<file path="config.mk">
export PLATFORM = sky130hd
export DESIGN_NAME = and_and_carry_branch_exec
export DESIGN_NICKNAME = d
export VERILOG_FILES = /design/src/design/exec_pkg.sv /design/src/design/and_and_carry_branch_exec.sv
export SDC_FILE = /design/constraint.sdc
export NUM_CORES = 1
export LEC_CHECK = 0
export ABC_CLOCK_PERIOD_IN_PS = 3700
export BUFFER_PORTS_ARGS = -buffer_cell sky130_fd_sc_hd__buf_2
export CAP_MARGIN = 20
export CORE_UTILIZATION = 55
export CTS_CLUSTER_SIZE = 8
export DETAILED_ROUTE_END_ITERATION = 7
export PLACE_DENSITY = 0.86
export SLEW_MARGIN = 20
export SYNTH_ARGS = -nofsm -noshare
export SYNTH_HDL_FRONTEND = slang
export SYNTH_SLANG_ARGS = --single-unit
</file>
<file path="constraint.sdc">
create_clock -name core_clk_i -period 3.7 [get_ports core_clk_i]
set_clock_uncertainty 0.2 [all_clocks]
set_input_delay 0.555 -clock core_clk_i [delete_from_list [all_inputs] [get_ports core_clk_i]]
set_output_delay 0.555 -clock core_clk_i [all_outputs]
set_load 0.005 [all_outputs]
</file>
<file path="src/design/exec_pkg.sv">
// constants and carrier types for the and/branch executor
// assumes one core clock; instruction words come from a fetch unit on that clock
// Notes on behaviour
// - literal mask ANDs immediate into accumulator
// - register mask ANDs accumulator with file register
// - destination bit zero writes accumulator only
// - destination bit one writes file register
// - bank bit zero uses access bank
// - bank bit one uses bank select
// - extended set indexes addresses up to 95
// - branch on carry decoded from upper byte
// - branch only on carry, flags untouched
// - displacement doubled, added as signed value
// - target is address plus two plus 2n
// - taken branch two cycles, second is nop
`default_nettype none
package exec_pkg;
	localparam int PC_W = 21;
	localparam int FA_W = 12;
	localparam logic [7:0] OPC_LIT = 8'h0B;
	localparam logic [5:0] OPC_REG = 6'h05;
	localparam logic [7:0] OPC_BC = 8'hE2;
	localparam int DEST_BIT = 9;
	localparam int BANK_BIT = 8;
	localparam logic [7:0] IDX_LIMIT = 8'h5F;
	localparam logic [7:0] ACC_SPLIT = 8'h80;
	localparam logic [3:0] ACC_LO_BANK = 4'h0;
	localparam logic [3:0] ACC_HI_BANK = 4'hF;
	localparam logic [PC_W-1:0] PC_STEP = 21'h000002;
	localparam logic [PC_W-1:0] PC_RST = 21'h000000;
	localparam logic [7:0] W_RST = 8'h00;

	typedef enum logic [1:0] {Q1, Q2, Q3, Q4} phase_t;
	typedef enum logic [1:0] {OP_NONE, OP_LIT, OP_REG, OP_BC} op_t;

	typedef struct packed {
		logic n;
		logic ov;
		logic z;
		logic dc;
		logic c;
	} flags_t;

	typedef struct packed {
		logic [PC_W-1:0] pc;
		logic [7:0]      w;
		flags_t          flags;
	} load_t;

	typedef struct packed {
		logic [FA_W-1:0] addr;
		logic            rd;
		logic            wr;
		logic [7:0]      wdata;
	} file_req_t;

	typedef struct packed {
		phase_t          phase;
		op_t             op;
		logic            flush;
		logic            taken;
		logic            fetch_req;
		logic            done;
		logic [15:0]     ir;
		logic [PC_W-1:0] pc;
		logic [7:0]      w;
		logic [7:0]      result;
		flags_t          flags;
		file_req_t       file;
	} state_t;
endpackage
`default_nettype wire

</file>
<file path="src/design/and_and_carry_branch_exec.sv">
// executes literal mask, register mask and branch on carry in four phases
// assumes every input is on core_clk_i; the file memory returns read data
// in the same phase as its read strobe and writes on the edge ending its write strobe
`timescale 1ns/1ps
`default_nettype none
module and_and_carry_branch_exec (
	input  wire logic                     core_clk_i,
	input  wire logic                     nrst_i,
	input  wire logic [15:0]              instr_i,
	input  wire logic                     instr_valid_i,
	input  wire logic [7:0]               file_rdata_i,
	input  wire logic [3:0]               bank_sel_reg_i,
	input  wire logic                     ext_set_en_i,
	input  wire logic [exec_pkg::FA_W-1:0] idx_base_i,
	input  wire logic                     state_load_i,
	input  wire exec_pkg::load_t          load_i,
	output logic                          fetch_req_o,
	output logic [exec_pkg::PC_W-1:0]     pc_o,
	output logic [7:0]                    w_o,
	output exec_pkg::flags_t              flags_o,
	output exec_pkg::file_req_t           file_o,
	output logic                          branch_taken_o,
	output logic                          done_o
);

	////////////////////////////////////////////////////////////////////////
	exec_pkg::state_t s;
	exec_pkg::state_t next_s;
	logic [7:0]       opnd;
	logic [7:0]       fld;

	assign fld = s.ir[7:0];

	always_comb begin
		next_s = s;
		next_s.done = 1'b0;
		opnd = (s.op == exec_pkg::OP_LIT) ? fld : file_rdata_i;
		case (s.phase)
			exec_pkg::Q1: begin
				// a flushed cycle fetches nothing and decodes nothing
				if (s.flush) begin
					next_s.phase = exec_pkg::Q2;
				end else if (instr_valid_i) begin
					next_s.ir = instr_i;
					next_s.pc = s.pc + exec_pkg::PC_STEP;
					next_s.fetch_req = 1'b0;
					next_s.phase = exec_pkg::Q2;
					if (instr_i[15:8] == exec_pkg::OPC_LIT) begin
						next_s.op = exec_pkg::OP_LIT;
					end else if (instr_i[15:10] == exec_pkg::OPC_REG) begin
						next_s.op = exec_pkg::OP_REG;
					end else if (instr_i[15:8] == exec_pkg::OPC_BC) begin
						next_s.op = exec_pkg::OP_BC;
					end else begin
						next_s.op = exec_pkg::OP_NONE;
					end
				end
			end
			exec_pkg::Q2: begin
				next_s.phase = exec_pkg::Q3;
				if (s.op == exec_pkg::OP_REG) begin
					// address settles in q2 so the memory can answer within q3
					next_s.file.rd = 1'b1;
					if (s.ir[exec_pkg::BANK_BIT]) begin
						next_s.file.addr = {bank_sel_reg_i, fld};
					end else if (ext_set_en_i && fld <= exec_pkg::IDX_LIMIT) begin
						next_s.file.addr = idx_base_i + {4'h0, fld};
					end else if (fld < exec_pkg::ACC_SPLIT) begin
						next_s.file.addr = {exec_pkg::ACC_LO_BANK, fld};
					end else begin
						next_s.file.addr = {exec_pkg::ACC_HI_BANK, fld};
					end
				end
			end
			exec_pkg::Q3: begin
				next_s.phase = exec_pkg::Q4;
				next_s.file.rd = 1'b0;
				next_s.result = s.w & opnd;
				// write data is the result itself, so the write fits in q4
				if (s.op == exec_pkg::OP_REG && s.ir[exec_pkg::DEST_BIT]) begin
					next_s.file.wr = 1'b1;
					next_s.file.wdata = s.w & opnd;
				end
				next_s.taken = (s.op == exec_pkg::OP_BC) && s.flags.c;
			end
			exec_pkg::Q4: begin
				next_s.phase = exec_pkg::Q1;
				next_s.file.wr = 1'b0;
				next_s.done = 1'b1;
				if (s.op == exec_pkg::OP_LIT
					|| (s.op == exec_pkg::OP_REG && !s.ir[exec_pkg::DEST_BIT])) begin
					next_s.w = s.result;
				end
				if (s.op == exec_pkg::OP_LIT || s.op == exec_pkg::OP_REG) begin
					// carry, overflow and digit carry are left alone
					next_s.flags.n = s.result[7];
					next_s.flags.z = (s.result == 8'h00);
				end
				if (s.taken) begin
					// pc already points past this word, so adding 2n gives
					// instruction address plus two plus 2n
					next_s.pc = s.pc + {{(exec_pkg::PC_W-9){fld[7]}}, fld, 1'b0};
				end
				next_s.flush = s.taken;
				next_s.fetch_req = !s.taken;
				next_s.taken = 1'b0;
				next_s.op = exec_pkg::OP_NONE;
			end
			default: begin
				next_s.phase = exec_pkg::Q1;
			end
		endcase
		if (s.phase == exec_pkg::Q4 && s.flush) begin
			next_s.flush = 1'b0;
			next_s.fetch_req = 1'b1;
		end
		// a load overrides the architectural state in any phase
		if (state_load_i) begin
			next_s.pc = load_i.pc;
			next_s.w = load_i.w;
			next_s.flags = load_i.flags;
		end
	end

	always_ff @(posedge core_clk_i or negedge nrst_i) begin
		if (!nrst_i) begin
			s <= '0;
			s.phase <= exec_pkg::Q1;
			s.op <= exec_pkg::OP_NONE;
			s.fetch_req <= 1'b1;
			s.pc <= exec_pkg::PC_RST;
			s.w <= exec_pkg::W_RST;
		end else begin
			s <= next_s;
		end
	end

	// outputs are plain register fields, nothing after the flops
	assign fetch_req_o = s.fetch_req;
	assign pc_o = s.pc;
	assign w_o = s.w;
	assign flags_o = s.flags;
	assign file_o = s.file;
	assign branch_taken_o = s.taken;
	assign done_o = s.done;

	logic q3_reg;
	logic q3_lit;
	logic q2_reg;
	assign q3_reg = s.phase == exec_pkg::Q3 && s.op == exec_pkg::OP_REG && !state_load_i;
	assign q3_lit = s.phase == exec_pkg::Q3 && s.op == exec_pkg::OP_LIT && !state_load_i;
	assign q2_reg = s.phase == exec_pkg::Q2 && s.op == exec_pkg::OP_REG;
endmodule
`default_nettype wire

</file>
==> results of run 1 <==
==> through the flow <==
stage	total power, W	instances	area (sq um)
3_3_place_gp	0.003033	896	6137
4_1_cts	0.003702	912	6300
2_1_floorplan	0.002707	707	5774
5_1_grt	0.004001	912	6300
3_5_place_dp	0.003114	896	6137
6_report	0.003725	912	6300
==> worst reg2reg max path: cells and delay by family (launching register included) <==
family,cells,cell delay (ns)
compound gates,4,1.10
fa+ha+maj,2,0.61
flops,1,0.43
simple gates,3,0.77
==> cell usage after synthesis (3+ instances only) <==
cell,number
or2_2,3
nand2_1,120
buf_1,3
a21o_1,6
a41oi_1,3
nor3_1,15
o31ai_1,4
o21ai_1,20
nor2_1,47
nand2b_1,8
o211ai_1,5
nor2b_1,3
o41ai_1,3
nand3_1,28
a31oi_1,4
and2_1,10
nor4_1,11
a21oi_1,36
mux2_2,16
buf_2,3
or4_1,4
inv_1,23
nand4_1,11
o21ai_0,45
o21bai_1,7
a211oi_1,7
or3_1,3
o21a_1,5
ha_1,23
dfrtp_1,81
and3_1,4
mux2i_1,6
buf_4,56
clkbuf_1,31
xnor2_1,7
==> sequential cells by signal (all words and copies together) (netlist names) <==
signal          cells
file_o             22
pc_o               21
s                  15
fld                 8
w_o                 8
flags_o             5
branch_taken_o      1
done_o              1
fetch_req_o         1
==> cell type report <==
type | count | area [sq um] | share of cell area [%]
Inverter | 24 | 90.09 | 1.430
Multi-Input combinational cell | 508 | 3068 | 48.70
Sequential cell | 82 | 2053 | 32.59
Timing Repair Buffer | 146 | 755.7 | 12.00
Clock buffer | 11 | 131.4 | 2.085
Clock inverter | 5 | 31.28 | 0.4965
Tap cell | 136 | 170.2 | 2.701
==> cell families (layout without fill, tap and decap cells) <==
family | Yosys count | after routing | synth area share, %
simple gates | 282 | 282 | 23.32
compound gates | 171 | 171 | 18.77
buf+inv | 117 | 186 | 11.31
flops | 82 | 82 | 35.56
fa+ha+maj | 25 | 25 | 5.677
mux | 22 | 22 | 4.160
xor+xnor | 8 | 8 | 1.213
==> layout by cell type, fill, tap and decap left out, drive strengths merged, types with 7 or more instances in the layout <==
cell type / netlist / layout
o21ai: 65 / 65
nand3: 28 / 28
nor2: 47 / 47
ha: 23 / 23
o21bai: 7 / 7
nor3: 15 / 15
a211oi: 8 / 8
inv: 23 / 23
nor4: 12 / 12
and2: 10 / 10
xnor2: 7 / 7
nand4: 11 / 11
a21oi: 36 / 36
nand2b: 8 / 8
clkbuf: 31 / 11
dfrtp: 81 / 81
nand2: 120 / 120
mux2: 16 / 16
buf: 62 / 146
==> final timing paths <==
check | from | to | slack (ns) | depth (start not counted)
min in group core_clk_i | instr_i[5] | fld[5]$_DFFE_PN0P_ | 0.19 | 3
max | s[86]$_DFFE_PN0P_ | pc_o[9]$_DFFE_PN0P_ | 0.51 | 9
min | nrst_i | file_o[21]$_DFFE_PN0P_ | 0.04 | 1
max in group asynchronous | nrst_i | fetch_req_o$_DFFE_PN1P_ | 2.50 | 2
max reg2reg | s[86]$_DFFE_PN0P_ | pc_o[9]$_DFFE_PN0P_ | 0.51 | 9
min reg2reg | file_o[16]$_DFFE_PN0P_ | file_o[16]$_DFFE_PN0P_ | 0.28 | 2
==> power by group through the flow <==
| stage | logic [W] | clock network (W) | registers, W |
|---|---|---|---|
| 3_3_place_gp | 0.00164 | 0 | 0.00140 |
| 5_1_grt | 0.00194 | 0.000627 | 0.00144 |
| 2_1_floorplan | 0.00140 | 0 | 0.00130 |
| 4_1_cts | 0.00172 | 0.000589 | 0.00140 |
| 3_5_place_dp | 0.00170 | 0 | 0.00141 |
| 6_report | 0.00173 | 0.000586 | 0.00141 |
==> metal layers <==
layer	routed length [um]	track usage, %
met4	336	13.06
met5	0	0
met1	6304	36.28
met3	1222	4.950
met2	7183	46.12
==> flow_metrics.py, run 1 <==
metrics = {
    "grt": {
        "antenna_found_initial": 0,
        "track_usage_pct": 28.19,
        "gr-total-overflow": 0,
        "grt_max_degree": 57,
        "grt_pass1_vias": 5240,
        "grt_first_pass_wirelength_mm": 24.68,
    },
    "route": {
        "route.detailed.drc": 0,
        "ant_nets": 0,
        "first_iter_violations": 410,
        "vias_per_cell": 5.988,
        "firstDrtPassIters": 5,
        "avgRoutedWirePerCell_um": 16.50,
        "wl_mm": 15.05,
        "vias": 5461,
    },
    "floorplan": {
        "rows": 37,
        "fp.dieW_um": 104.5,
        "core_sq_um": 10230,
        "chipHeight_um": 104.5,
        "die_area_sq_um": 10910,
        "design.portCount": 138,
        "initial_utilization_pct": 56.44,
    },
    "timing": {
        "rsz0062_at_grt": "false",
        "tns_ns": 0,
        "relSlewSlack_pct": 53.72,
        "fin_ws_ns": 0.5119,
        "hold_viol": 0,
        "fmax_mhz": 313.7,
        "fin_crit_sh_pct": 86.16,
        "slew_viol_final": 0,
        "setup_viol": 0,
        "whs_ns": 0.03741,
        "worst_pin_slew_ns": 0.6942,
        "fin_crit_ns": 3.188,
    },
    "critical_path": {
        "crit_path_top_delay_cell": "dfrtp_1",
        "crit_required_ns": 3.78,
        "end_kind": "flop",
        "path_class": "reg -> reg",
        "arrival_ns": 3.27,
        "critPathMostFrequentCell": "ha_1",
        "crit_buf_inv": 0,
        "critical-path-top-delay-family": "compound AO/OA/AOI/OAI gates",
        "worst_path_largest_cell_delay_ns": 0.43,
        "critPathMaxFanout": 9,
        "path_cells": "ha_1 -> and2_1 -> ha_1 -> nor2b_4 -> o31a_1 -> o31a_4 -> or4_4 -> a2111o_1 -> o211ai_1",
        "crit_path_start_kind": "flop",
    },
    "cells_and_area": {
        "drive_gt1_share_pct": 24.10,
        "fillers": 892,
        "fin_nets": 875,
        "fin_util_pct": 61.58,
        "area_growth_pct": 9.101,
        "diodes": 0,
    },
    "synthesis": {
        "netlist_instances": 707,
        "netlist.area_leader.share_pct": 35.10,
        "async_reset_ff_share_pct": 100.0,
        "synth-edff-count": 0,
        "netlist_top_cells_area": "dfrtp_1, nand2_1, buf_4",
        "ys_warn_count": 0,
        "syn_nets": 811,
        "synth_seq_cells": 82,
        "yosysTopAreaCell": "dfrtp_1",
        "yosysUniqueCellTypes": 70,
        "synth-seq-area-share_pct": 35.56,
        "synthesis.area_sq_um": 5774,
        "postSynthAreaPerCell_sq_um": 8.167,
        "synth_top_flop_cell": "dfrtp_1",
    },
    "status": {
        "status": "completed",
    },
    "pwr": {
        "pwr-share-seq_pct": 37.7,
        "p_switching_w": 0.001631,
        "combPwrFrac_pct": 46.5,
        "p_leak_nw": 2.942,
        "power_density_nw_per_um2": 591.3,
        "irDropWorstVdd_mv": 0.2357,
        "power_frac_clock_pct": 15.7,
        "internal-power_w": 0.002094,
        "sw_frac_of_total_pct": 43.78,
    },
    "cts": {
        "clk_latency_ns": 0.37,
        "cts_tree": "done",
        "cts.sinks": 82,
        "cts-root-buf": "clkbuf_8",
        "clkTransAtPathRegs_ns": 0.09,
        "cts_buffers": 9,
        "htreeDepth": 3,
        "clk_path_buf_depth": 2,
        "cts_setup_buffers": 0,
        "post_cts_resized": 0,
        "hold_buffers": 0,
    },
    "placement": {
        "hpwl_mm": 11.00,
        "portBuffers": 137,
        "place_ws_ns": 0.5343,
        "place.gp.congestion": 0.9264,
    },
    "worst_hold_path": {
        "min_path_type": "in -> async",
    },
    "flow_run": {
        "maxCapViolations": 0,
    },
}
(Power assumes the default switching activity.)
==> run 2, diff against run 1 <==
ABC_CLOCK_PERIOD_IN_PS = 2800   (was 3700)
CORE_UTILIZATION = 50   (was 55)
PLACE_DENSITY = 0.82   (was 0.86)
RECOVER_POWER = 100   (was not set)
SLEW_MARGIN = 5   (was 20)
clock period = 2.8 ns   (was 3.7 ns; I/O delays follow)
==> run 2 against run 1 <==
  * The flow now finishes with violations (setup timing)
  * Clock power grew 110%
  * Largest power group unchanged
  * Maximum frequency grew 7.5%
  * Global-route usage shrank 1.5 points
  * Die area grew 9.8%
  * Via count grew 0.15%
  * Count of clock-buffer cells in the layout is the same
  * Largest cell class unchanged
  * First-iteration DRC count shrank 18%
  * Non-clock buffer count grew 46
  * Critical path depth grew 3
  * Combinational power grew 68%
  * Register-to-register slack lost 0.68 ns
==> flow_metrics.py, run 2 (synthesized netlist as in run 1, its figures left out) <==
metrics = {
    "grt": {
        "grt_pass1_vias": 5128,
        "track_usage_pct": 26.74,
        "antenna_found_initial": 1,
        "grt_first_pass_wirelength_mm": 24.89,
        "grt_max_degree": 47,
        "gr-total-overflow": 0,
    },
    "pwr": {
        "fin_total_pwr_w": 0.005965,
        "irDropWorstVdd_mv": 0.4866,
        "power_density_nw_per_um2": 841.8,
        "p_leak_nw": 3.271,
    },
    "cells_and_area": {
        "layout_common_cells": "buf_2, nand2_1, dfrtp_1",
        "fin_util_pct": 64.25,
        "area_growth_pct": 22.73,
        "largest_reg_flops": 22,
        "drive_gt1_share_pct": 32.60,
        "final_common_cell": "buf_2",
        "fin_area_sq_um": 7087,
        "fin_nets": 921,
    },
    "floorplan": {
        "rows": 38,
        "chipHeight_um": 109.5,
        "design.portCount": 138,
        "core_sq_um": 11030,
        "die_area_sq_um": 11980,
        "fp.dieW_um": 109.5,
        "initial_utilization_pct": 52.35,
    },
    "cts": {
        "clkTransAtPathRegs_ns": 0.07,
        "clk_path_buf_depth": 2,
        "htreeDepth": 3,
        "cts-root-buf": "clkbuf_16",
        "cts_tree": "done",
        "clk_latency_ns": 0.34,
        "cts.sinks": 82,
        "cts_buffers": 9,
    },
    "timing": {
        "hold_viol": 0,
        "whs_ns": 0.06220,
        "slew_viol_final": 0,
        "fin_ws_ns": -0.1643,
        "rsz0062_at_grt": "true",
        "fmax_mhz": 337.3,
        "worst_pin_slew_ns": 0.9781,
        "fin_crit_sh_pct": 105.9,
        "fin_crit_ns": 2.964,
        "setup_viol": 8,
        "relSlewSlack_pct": 34.79,
    },
    "placement": {
        "place.gp.congestion": 0.9428,
        "portBuffers": 137,
        "dpl-instance-area_sq_um": 6450,
        "hpwl_mm": 11.24,
        "place_ws_ns": -0.2311,
    },
    "status": {
        "violations": "setup timing",
        "status": "complete, but fails checks",
    },
    "route": {
        "firstDrtPassIters": 7,
        "first_iter_violations": 338,
        "avgRoutedWirePerCell_um": 16.41,
        "wl_mm": 15.81,
        "ant_nets": 0,
        "route.detailed.drc": 0,
        "vias": 5469,
        "vias_per_cell": 5.679,
    },
    "critical_path": {
        "arrival_ns": 3.03,
        "end_kind": "flop",
        "path_class": "reg -> reg",
        "critPathMaxFanout": 5,
        "crit_path_start_kind": "flop",
        "r2r_cells": 12,
        "crit_required_ns": 2.86,
    },
    "worst_hold_path": {
        "hold_depth": 3,
        "min_path_type": "in -> reg",
    },
    "flow_run": {
        "maxCapViolations": 0,
    },
}
run 2: cell types whose count changed in the layout (fill, tap and decap cells not counted), moves of 3 or more:
cell       previous run  this run
buf_4                10        47
clkbuf_16             0         9
ha_1                 23        15
buf_6                 0         7
clkbuf_8              9         2
ha_4                  0         5
a21oi_1              36        32
and2_1               10         7
and2_4                0         3
ha_2                  0         3
run 2: critical path, cell delays in order (launching register included):
cell and delay, ns:
dfrtp_1 0.41, ha_4 0.19, buf_6 0.12, buf_4 0.14, and2_1 0.16, ha_2 0.37
o21a_1 0.23, o31a_4 0.19, buf_6 0.11, buf_4 0.11, o211ai_1 0.10, a2111o_1 0.45
o211ai_1 0.09
run 2: area by class of cell:
type / instances / area (sq um)
clock inverters: 5 / 60.06
clock buffers: 11 / 252.7
fillers: 916 / 3944
well taps: 140 / 175.2
multi-input cells: 508 / 3312
inverters: 24 / 90.09
flip-flops and latches: 82 / 2053
diodes: 1 / 2.502
repair buffers: 192 / 1141
run 2: metrics by stage:
stage | std cells | TNS [ns]
after detailed placement | 936 | -0.9041
after CTS | 956 | -0.4973
after global placement | 936 | -0.4013
after global routing | 963 | -1.427
after floorplan | 707 | -1.231
final | 963 | -0.5193
run 2: where the power goes:
group	internal [W]	leakage, nW	switching [W]	total, W
clock network	0.000743	0.152	0.000493	0.00124
logic	0.00132	2.15	0.00158	0.00290
registers	0.00151	0.967	0.000314	0.00183
total	0.00358	3.27	0.00239	0.00597
run 2: final timing paths:
| check | start | endpoint | slack [ns] |
|---|---|---|---|
| setup / recovery | s[86]$_DFFE_PN0P_ | pc_o[9]$_DFFE_PN0P_ | -0.16 |
| hold / removal | instr_i[3] | fld[3]$_DFFE_PN0P_ | 0.06 |
| setup reg to reg | s[86]$_DFFE_PN0P_ | pc_o[9]$_DFFE_PN0P_ | -0.16 |
| hold reg to reg | file_o[16]$_DFFE_PN0P_ | file_o[16]$_DFFE_PN0P_ | 0.27 |
| max in group asynchronous | nrst_i | fetch_req_o$_DFFE_PN1P_ | 1.31 |
| min in group asynchronous | nrst_i | file_o[16]$_DFFE_PN0P_ | 0.41 |
run 2: repair_timing:
item / CTS / global route
cloned: 0 / 0
endpoints found under the hold margin: 45 / 0
pin swaps: 15 / 21
setup endpoints to repair: 8 / 15
hold buffers: 1 / 0
resized for setup: 15 / 32
setup buffers: 3 / 6
run 2: per-layer routing:
metal | global-route usage, % | routed length (um) | vias to the layer above
met5 | 0 | 0 | -
met4 | 10.95 | 388 | 0
met3 | 4.683 | 1013 | 30
met2 | 45.15 | 7847 | 233
met1 | 33.78 | 6556 | 2536
li1 | - | - | 2670
